## src/imp_pkg.sv

```systemverilog
// Package for the interrupt mask, priority and external interrupt block.
// Assumes one 8-bit special-function register port from the processor core.
package imp_pkg;

  // Register addresses on the special-function register port
  localparam logic [7:0] ADDR_EN_PRI   = 8'hA8;
  localparam logic [7:0] ADDR_PR_PRI   = 8'hB8;
  localparam logic [7:0] ADDR_EN_EXT   = 8'hE6;
  localparam logic [7:0] ADDR_PR_EXT   = 8'hF6;
  localparam logic [7:0] ADDR_PIN_CFG  = 8'hE4;
  localparam logic [7:0] ADDR_TMR_CTL  = 8'h88;

  // Reset values
  localparam logic [7:0] RST_EN_PRI    = 8'h00;
  localparam logic [7:0] RST_PR_PRI    = 8'h80;
  localparam logic [7:0] RST_EN_EXT    = 8'h00;
  localparam logic [7:0] RST_PR_EXT    = 8'h00;
  localparam logic [7:0] RST_PIN_CFG   = 8'h01;

  // Field layout
  localparam int unsigned GATE_BIT     = 7;
  localparam logic [7:0] PR_PRI_FIXED  = 8'h80;
  localparam logic [7:0] EXT_LIVE_MASK = 8'hB9;
  localparam int unsigned T2_BIT       = 5;
  localparam int unsigned T3_BIT       = 7;
  localparam int unsigned CMP_BIT      = 5;
  localparam int unsigned SENSE0_BIT   = 0;
  localparam int unsigned PEND0_BIT    = 1;
  localparam int unsigned SENSE1_BIT   = 2;
  localparam int unsigned PEND1_BIT    = 3;
  localparam int unsigned SEL0_LSB     = 0;
  localparam int unsigned POL0_BIT     = 3;
  localparam int unsigned SEL1_LSB     = 4;
  localparam int unsigned POL1_BIT     = 7;
  localparam int unsigned SEL_W        = 3;

  // Source indices in fixed arbitration order
  localparam int unsigned NUM_SRC      = 15;
  localparam logic [3:0] IDX_EXT0      = 4'h0;
  localparam logic [3:0] IDX_EXT1      = 4'h2;

  // Register write and read strobes from the core
  typedef struct packed {
    logic [7:0] addr;
    logic       wrEn;
    logic       rdEn;
    logic [7:0] wrData;
  } imp_sfr_req_t;

  // Peripheral interrupt-pending flags
  typedef struct packed {
    logic timer0Flag;
    logic timer1Flag;
    logic uartFlag;
    logic timer2LowOverflow;
    logic timer2HighOverflow;
    logic spiFlag;
    logic smbusFlag;
    logic adcDoneFlag;
    logic counterArrayFlag;
    logic cmpRiseFlag;
    logic cmpFallFlag;
    logic timer3LowOverflow;
    logic timer3HighOverflow;
  } imp_src_flags_t;

endpackage : imp_pkg

```

## src/imp_ext_irq.sv

```systemverilog
// One external interrupt front end: pin select, polarity, edge or level.
// Assumes port pins already synchronous to core_clk.
`timescale 1ns/1ps
module imp_ext_irq
  import imp_pkg::*;
#(
  parameter int unsigned PIN_W = 8
) (
  input  wire logic             core_clk,
  input  wire logic             srst,
  input  wire logic [PIN_W-1:0] portPins,
  input  wire logic [SEL_W-1:0] pinSel,
  input  wire logic             polarity,
  input  wire logic             senseEdge,
  input  wire logic             vectorAck,
  input  wire logic             swWr,
  input  wire logic             swVal,
  output logic                  pending
);

  // Pin count must be exactly what the select field can address
  if (PIN_W != (1 << SEL_W)) begin : gPinCheck
    $error("imp_ext_irq: PIN_W must match select width");
  end

  // State of this front end
  typedef struct packed {
    logic prevActive;
    logic pend;
  } imp_ext_state_t;

  imp_ext_state_t st_reg;
  imp_ext_state_t st_next;
  logic           active;   // Input active under polarity
  logic           edgeSeen; // Inactive to active transition

  // Read-only tap on the pin; the pin's other user is untouched
  assign active   = (portPins[pinSel] == polarity);
  assign edgeSeen = active && !st_reg.prevActive;
  assign pending  = st_reg.pend;

  // Next-state logic
  always_comb begin
    st_next            = st_reg;
    st_next.prevActive = active;
    if (!senseEdge) begin
      // Level mode: flag tracks input
      st_next.pend = active;
    end else if (edgeSeen) begin
      // Edge wins over any clear
      st_next.pend = 1'b1;
    end else if (vectorAck) begin
      // Core vectored to this routine
      st_next.pend = 1'b0;
    end else if (swWr) begin
      // Software set or clear
      st_next.pend = swVal;
    end
  end

  // State register
  always_ff @(posedge core_clk) begin
    if (srst) begin
      st_reg <= '0;
    end else begin
      st_reg <= st_next;
    end
  end
endmodule : imp_ext_irq

```

## src/imp_irq_ctrl.sv

```systemverilog
// Interrupt enable, priority and external interrupt controller.
// Assumes a synchronous register port and vector handshake from the core.
//
// What this block does
// - Global gate off blocks every request
// - Primary mask bits pass sources bit 6..0
// - Timer 2 requests on either overflow flag
// - Primary priority bit 7 reads one
// - Primary priority bits mirror mask positions
// - Extended mask bits at 7,5,4,3,0
// - Extended reserved bits 6,2,1 read zero
// - Comparator requests on rise or fall
// - Timer 3 requests on either overflow flag
// - Extended priority bits at 7,5,4,3,0
// - Sense and polarity bits pick mode
// - External input taps pin without disturbing
// - Pending flags at control bits 1, 3
// - Edge flag clears on vectoring
// - Level flag follows active input
// - High preempts low, never preempted itself
// - High first, then fixed source order
// - Decode all pending requests every cycle
// - Three-bit field selects port 0 pin
`timescale 1ns/1ps
module imp_irq_ctrl
  import imp_pkg::*;
#(
  parameter int unsigned PIN_W = 8
) (
  input  wire logic             core_clk,
  input  wire logic             srst,
  input  wire imp_sfr_req_t     sfrReq,
  output logic [7:0]            sfrRdData,
  input  wire logic [PIN_W-1:0] portPins,
  input  wire imp_src_flags_t   srcFlags,
  input  wire logic             vectorTake,
  input  wire logic             retiDone,
  output logic                  irqRequest,
  output logic [3:0]            irqIndex,
  output logic                  irqHigh,
  output logic [1:0]            inService
);

  // Pin count must be exactly what the select field can address
  if (PIN_W != (1 << SEL_W)) begin : gPinCheck
    $error("imp_irq_ctrl: PIN_W must match select width");
  end

  // Whole state of the controller
  typedef struct packed {
    logic [7:0] enPri;     // Primary mask and gate
    logic [7:0] prPri;     // Primary priority
    logic [7:0] enExt;     // Extended mask
    logic [7:0] prExt;     // Extended priority
    logic [7:0] pinCfg;    // Pin select and polarity
    logic [1:0] senseSel;  // Edge select per external input
    logic [7:0] rdData;    // Read answer
    logic       req;       // Request to core
    logic [3:0] idx;       // Chosen source
    logic       high;      // Chosen source is high priority
    logic       svcLow;    // Low routine running
    logic       svcHigh;   // High routine running
  } imp_state_t;

  imp_state_t           st_reg;
  imp_state_t           st_next;
  logic [1:0]           extPend;    // External pending flags
  logic [1:0]           extAck;     // Vector acknowledge per input
  logic                 tmrWr;      // Write to timer control
  logic [NUM_SRC-1:0]   srcEn;      // Per-source mask
  logic [NUM_SRC-1:0]   srcPri;     // Per-source level
  logic [NUM_SRC-1:0]   srcPend;    // Per-source pending
  logic [NUM_SRC-1:0]   hiCand;     // Enabled high requests
  logic [NUM_SRC-1:0]   loCand;     // Enabled low requests
  logic                 gate;       // Global gate
  logic [NUM_SRC-1:0]   liveSrc;    // Enabled and pending sources
  logic [NUM_SRC-1:0]   idxOneHot;  // Presented index as a one-hot vector
  logic [NUM_SRC-1:0]   idxBelow;   // Sources ahead of the presented one

  // Spread a primary/extended register pair over source indices
  function automatic logic [NUM_SRC-1:0] srcMap(input logic [7:0] pri, input logic [7:0] ext);
    logic [NUM_SRC-1:0] v;
    v      = '0;
    v[6:0] = pri[6:0];
    v[7]   = ext[0];
    v[10]  = ext[3];
    v[11]  = ext[4];
    v[12]  = ext[5];
    v[14]  = ext[7];
    return v;
  endfunction : srcMap

  // Lowest set index wins the fixed order
  function automatic logic [3:0] firstSet(input logic [NUM_SRC-1:0] v);
    logic [3:0] k;
    k = '0;
    for (int i = NUM_SRC - 1; i >= 0; i--) begin
      if (v[i]) begin
        k = 4'(i);
      end
    end
    return k;
  endfunction : firstSet

  // External front ends, one per input
  genvar g;
  generate
    for (g = 0; g < 2; g++) begin : gExt
      imp_ext_irq #(
        .PIN_W (PIN_W)
      ) uExt (
        .core_clk  (core_clk),
        .srst      (srst),
        .portPins  (portPins),
        .pinSel    (st_reg.pinCfg[g*4 +: SEL_W]),
        .polarity  (st_reg.pinCfg[g*4 + SEL_W]),
        .senseEdge (st_reg.senseSel[g]),
        .vectorAck (extAck[g]),
        .swWr      (tmrWr),
        .swVal     (sfrReq.wrData[g*2 + 1]),
        .pending   (extPend[g])
      );
    end
  endgenerate

  // Vector acknowledge steered to the chosen external input
  // A vector strobe with no live request clears nothing
  assign extAck[0] = vectorTake && st_reg.req && (st_reg.idx == IDX_EXT0);
  assign extAck[1] = vectorTake && st_reg.req && (st_reg.idx == IDX_EXT1);
  assign tmrWr     = sfrReq.wrEn && (sfrReq.addr == ADDR_TMR_CTL);

  // Source vectors decoded every cycle
  assign gate    = st_reg.enPri[GATE_BIT];
  assign srcEn   = srcMap(st_reg.enPri, st_reg.enExt);
  assign srcPri  = srcMap(st_reg.prPri, st_reg.prExt);
  always_comb begin
    srcPend     = '0;
    srcPend[0]  = extPend[0];
    srcPend[1]  = srcFlags.timer0Flag;
    srcPend[2]  = extPend[1];
    srcPend[3]  = srcFlags.timer1Flag;
    srcPend[4]  = srcFlags.uartFlag;
    srcPend[5]  = srcFlags.timer2LowOverflow | srcFlags.timer2HighOverflow;
    srcPend[6]  = srcFlags.spiFlag;
    srcPend[7]  = srcFlags.smbusFlag;
    srcPend[10] = srcFlags.adcDoneFlag;
    srcPend[11] = srcFlags.counterArrayFlag;
    srcPend[12] = srcFlags.cmpRiseFlag | srcFlags.cmpFallFlag;
    srcPend[14] = srcFlags.timer3LowOverflow | srcFlags.timer3HighOverflow;
  end
  assign hiCand = srcEn & srcPend & srcPri;
  assign loCand = srcEn & srcPend & ~srcPri;

  // Checker helpers: live sources and the presented index
  assign liveSrc   = srcEn & srcPend;
  assign idxOneHot = {{(NUM_SRC-1){1'b0}}, 1'b1} << irqIndex;
  assign idxBelow  = idxOneHot - {{(NUM_SRC-1){1'b0}}, 1'b1};

  // Outputs straight from state
  assign sfrRdData  = st_reg.rdData;
  assign irqRequest = st_reg.req;
  assign irqIndex   = st_reg.idx;
  assign irqHigh    = st_reg.high;
  assign inService  = {st_reg.svcHigh, st_reg.svcLow};

  // Next-state logic
  always_comb begin
    st_next = st_reg;

    // Register writes
    if (sfrReq.wrEn) begin
      unique case (sfrReq.addr)
        ADDR_EN_PRI:  st_next.enPri  = sfrReq.wrData;
        ADDR_PR_PRI:  st_next.prPri  = sfrReq.wrData | PR_PRI_FIXED;
        ADDR_EN_EXT:  st_next.enExt  = sfrReq.wrData & EXT_LIVE_MASK;
        ADDR_PR_EXT:  st_next.prExt  = sfrReq.wrData & EXT_LIVE_MASK;
        ADDR_PIN_CFG: st_next.pinCfg = sfrReq.wrData;
        ADDR_TMR_CTL: begin
          st_next.senseSel = {sfrReq.wrData[SENSE1_BIT], sfrReq.wrData[SENSE0_BIT]};
        end
        default: ;
      endcase
    end

    // Register reads, one cycle later; unmapped reads zero
    if (sfrReq.rdEn) begin
      unique case (sfrReq.addr)
        ADDR_EN_PRI:  st_next.rdData = st_reg.enPri;
        ADDR_PR_PRI:  st_next.rdData = st_reg.prPri | PR_PRI_FIXED;
        ADDR_EN_EXT:  st_next.rdData = st_reg.enExt & EXT_LIVE_MASK;
        ADDR_PR_EXT:  st_next.rdData = st_reg.prExt & EXT_LIVE_MASK;
        ADDR_PIN_CFG: st_next.rdData = st_reg.pinCfg;
        ADDR_TMR_CTL: begin
          st_next.rdData = '0;
          st_next.rdData[SENSE0_BIT] = st_reg.senseSel[0];
          st_next.rdData[PEND0_BIT]  = extPend[0];
          st_next.rdData[SENSE1_BIT] = st_reg.senseSel[1];
          st_next.rdData[PEND1_BIT]  = extPend[1];
        end
        default:      st_next.rdData = '0;
      endcase
    end

    // Service level tracking; a return closes the innermost routine
    if (retiDone) begin
      if (st_reg.svcHigh) begin
        st_next.svcHigh = 1'b0;
      end else begin
        st_next.svcLow = 1'b0;
      end
    end
    if (vectorTake && st_reg.req) begin
      if (st_reg.high) begin
        st_next.svcHigh = 1'b1;
      end else begin
        st_next.svcLow = 1'b1;
      end
    end

    // Arbitration each cycle
    st_next.req  = 1'b0;
    st_next.high = 1'b0;
    st_next.idx  = '0;
    if (!gate) begin
      // Gate closed: nothing is raised
      st_next.req = 1'b0;
    end else if (|hiCand && !st_next.svcHigh) begin
      // High may interrupt a low routine
      st_next.req  = 1'b1;
      st_next.high = 1'b1;
      st_next.idx  = firstSet(hiCand);
    end else if (|loCand && !st_next.svcHigh && !st_next.svcLow) begin
      // Low waits for any running routine
      st_next.req = 1'b1;
      st_next.idx = firstSet(loCand);
    end
  end

  // State register
  always_ff @(posedge core_clk) begin
    if (srst) begin
      st_reg        <= '0;
      st_reg.enPri  <= RST_EN_PRI;
      st_reg.prPri  <= RST_PR_PRI;
      st_reg.enExt  <= RST_EN_EXT;
      st_reg.prExt  <= RST_PR_EXT;
      st_reg.pinCfg <= RST_PIN_CFG;
    end else begin
      st_reg <= st_next;
    end
  end

  // Helper: was any high candidate present last cycle
  logic anyHighQ;
  always_ff @(posedge core_clk) begin
    if (srst) begin
      anyHighQ <= 1'b0;
    end else begin
      anyHighQ <= |hiCand;
    end
  end
endmodule : imp_irq_ctrl

```

## config.mk

```make
export PLATFORM = sky130hd
export DESIGN_NAME = imp_irq_ctrl
export DESIGN_NICKNAME = d
export VERILOG_FILES = /design/src/imp_pkg.sv /design/src/imp_ext_irq.sv /design/src/imp_irq_ctrl.sv
export SDC_FILE = /design/constraint.sdc
export NUM_CORES = 1
export LEC_CHECK = 0
export ABC_AREA = 1
export BUFFER_PORTS_ARGS = -buffer_cell sky130_fd_sc_hd__buf_2
export CORE_MARGIN = 4
export CORE_UTILIZATION = 61
export CTS_BUF_LIST = sky130_fd_sc_hd__clkbuf_4 sky130_fd_sc_hd__clkbuf_8
export DETAILED_ROUTE_END_ITERATION = 10
export GPL_TIMING_DRIVEN = 1
export PLACE_DENSITY = 0.87
export SYNTH_ARGS = -nofsm -noshare
export SYNTH_HDL_FRONTEND = slang
export SYNTH_SLANG_ARGS = --single-unit
export TNS_END_PERCENT = 30
```

## constraint.sdc

```tcl
create_clock -name core_clk -period 2.34 [get_ports core_clk]
set_input_delay 0.234 -clock core_clk [delete_from_list [all_inputs] [get_ports core_clk]]
set_output_delay 0.234 -clock core_clk [all_outputs]
set_load 0.005 [all_outputs]
```

==> results_dict.tcl <==
set metrics [dict create \
    io_buffers 58 \
    hold_viol 0 \
    wl_mm 8.607 \
    dr.pass1.iters 5 \
    met1Wirelength_mm 3.453 \
    fin_ws_ps 881.3 \
    clock_latency_ps 310 \
    ys_types 32 \
    n_antenna_cell 0 \
    core_region_area_um2 4817 \
    post-route-util_pct 73.95 \
    cts_tree "built" \
    fin_skew_ps 7.472 \
    met3_length_um 694 \
    stdcell_area_um2 3562 \
    relSlewSlack_pct 59.51 \
    wl_per_cell_um 14.54 \
    yosysTopAreaCellShare_pct 35.37 \
    place_hpwl_mm 6.733 \
    post-place-ws_ps 881.4 \
    final_nets 567 \
    met2_wirelength_mm 4.174 \
    peakVddDrop_uv 263.5 \
    crit_fanout 6 \
    cts.path.max_buffers 2 \
    tightest_slew_ps 606.7 \
    place.gp.congestion 0.9090 \
    yosysWarnings 0 \
    min_period_ps 1459 \
    yosys-top-cells-area "dfxtp_1 35%, nand2_1 12%, nand3_1 8.8%" \
    io-pin-count 59 \
    cp-end-kind "register" \
    postCtsHoldBufs 0 \
    maxCapViolations 0 \
    via_per_inst 5.674 \
    die_y_um 79.44 \
    rr_worst_depth 12 \
    antenna_found_initial 0 \
    drive_above_1_share_pct 20.95 \
    setup_viol 0 \
    syn_to_final_growth_pct 14.43 \
    crit_required_ps 2560 \
    cts_setup_buffers 0 \
    dpl_cell_area_um2 3441 \
    start_util_pct 64.62 \
    multi_input_area_um2 1674 \
    cts-root-buf "clkbuf_8" \
    status "finished, final reports clean" \
    yosys.area.top_type "dfxtp_1" \
    fillers 428 \
    grt_pass1_wl_mm 14.28 \
    cp-start-kind "register" \
    synth-main-ff-cell "dfxtp_1" \
    rsz0062_at_grt "no" \
    dieWidth_um 79.44 \
    fmax_mhz 685.6 \
    drcViolationCount 0 \
    grt_pass1_vias 3278 \
    total_leakage_power_uw 0.001638 \
    hp-class "in -> reg" \
    worst-setup-path-type "reg -> reg" \
    ys_ff_latch 55 \
    cts_resized 0 \
    power-per-cell-area_nw_per_um2 495.7 \
    finalCritPeriodShare_pct 62.34 \
    grt_usage_pct 28.70 \
    fin_tns_setup_ps 0 \
    syn_area_um2 3113 \
    top_layer_used "met4" \
    ys_top_cells_by_count "97 x nand2_1, 66 x inv_1, 55 x dfxtp_1, 55 x nand3_1, 54 x nor2_1" \
    drv_slew 0 \
    overflow 0 \
    num_vias 3359 \
    seq_area_frac_synth_pct 35.37 \
    holdPathStages 2 \
    drt_iter0_markers 274 \
    std_cell_rows 25 \
    ant_nets 0 \
    synth-edff-count 0 \
    cts_sinks 55 \
    grt_max_degree 29 \
    cts_buffers 5 \
    clk_pin_slew_ps 100 \
    die-area_um2 6310 \
    crit_arrival_ps 1670 \
    synthMostInstantiatedCell "nand2_1" \
    synth_cells 466 \
    register_area_um2 1101 \
    cts.htree.levels 2 \
    synth_area_per_cell_um2 6.680 \
    synth_fp_nets 509 \
    async_reset_ff_share_pct 0 \
]
cells by family after synthesis:
logic type / synth area share, %
simple gates: 33.96
compound gates: 19.82
buf+inv: 10.85
flops: 35.37
metal layers:
layer  track usage (%)  up-vias
li1                  -     1639
met1             34.00     1533
met2             51.00      154
met3             3.950       33
met4             13.06        0
met5                 0        -
cell usage in the layout, fill, tap and decap left out, drive strengths merged:
| master | instances |
|---|---|
| a211oi | 13 |
| a21oi | 32 |
| a31oi | 2 |
| buf | 59 |
| bufinv | 1 |
| clkbuf | 6 |
| dfxtp | 55 |
| inv | 76 |
| nand2 | 103 |
| nand3 | 57 |
| nand3b | 1 |
| nand4 | 2 |
| nor2 | 61 |
| nor3 | 6 |
| o211ai | 1 |
| o21ai | 39 |
| o21bai | 1 |
| o22ai | 9 |
| o31ai | 1 |
metrics by stage:
stage               power (uW)  hold WS, ps  std cells
floorplan                 1037        360.4        466
global placement          1107        451.7        584
detailed placement        1110        457.9        584
CTS                       1757        152.7        592
global route              1810        161.1        592
finish                    1766        151.3        592
report_power, final:
| part | switching [uW] | internal, uW | total [uW] |
|---|---|---|---|
| Combinational | 94.4 | 50.4 | 145 |
| Sequential | 4.70 | 942 | 947 |
| Clock | 321 | 352 | 674 |
| Total | 420 | 1350 | 1770 |
cell type report:
class	count	share of cell area, %
Clock buffer	6	2.318
Tap cell	67	2.353
Sequential cell	55	30.91
Inverter	75	7.973
Clock inverter	2	1.089
Timing Repair Buffer	59	8.360
Multi-Input combinational cell	328	47.00
final timing paths:
kind	from	endpoint	slack [ps]
max	srcPri[11]	irqIndex[2]	880
min	srst	inService[0]	150
max reg2reg	srcPri[11]	irqIndex[2]	880
min reg2reg	sfrRdData[6]	sfrRdData[6]	470
worst max-delay path, cell delays in order (launching register included):
cell	delay, ps
dfxtp_1	350
inv_1	90
nor2_1	60
inv_1	60
nand2_1	60
nor2_1	170
nand3_1	110
nand2_2	130
inv_1	50
nand2_1	100
inv_2	50
nand3_1	60
o21ai_1	60
Note: power is estimated with default switching activity, not from simulation.
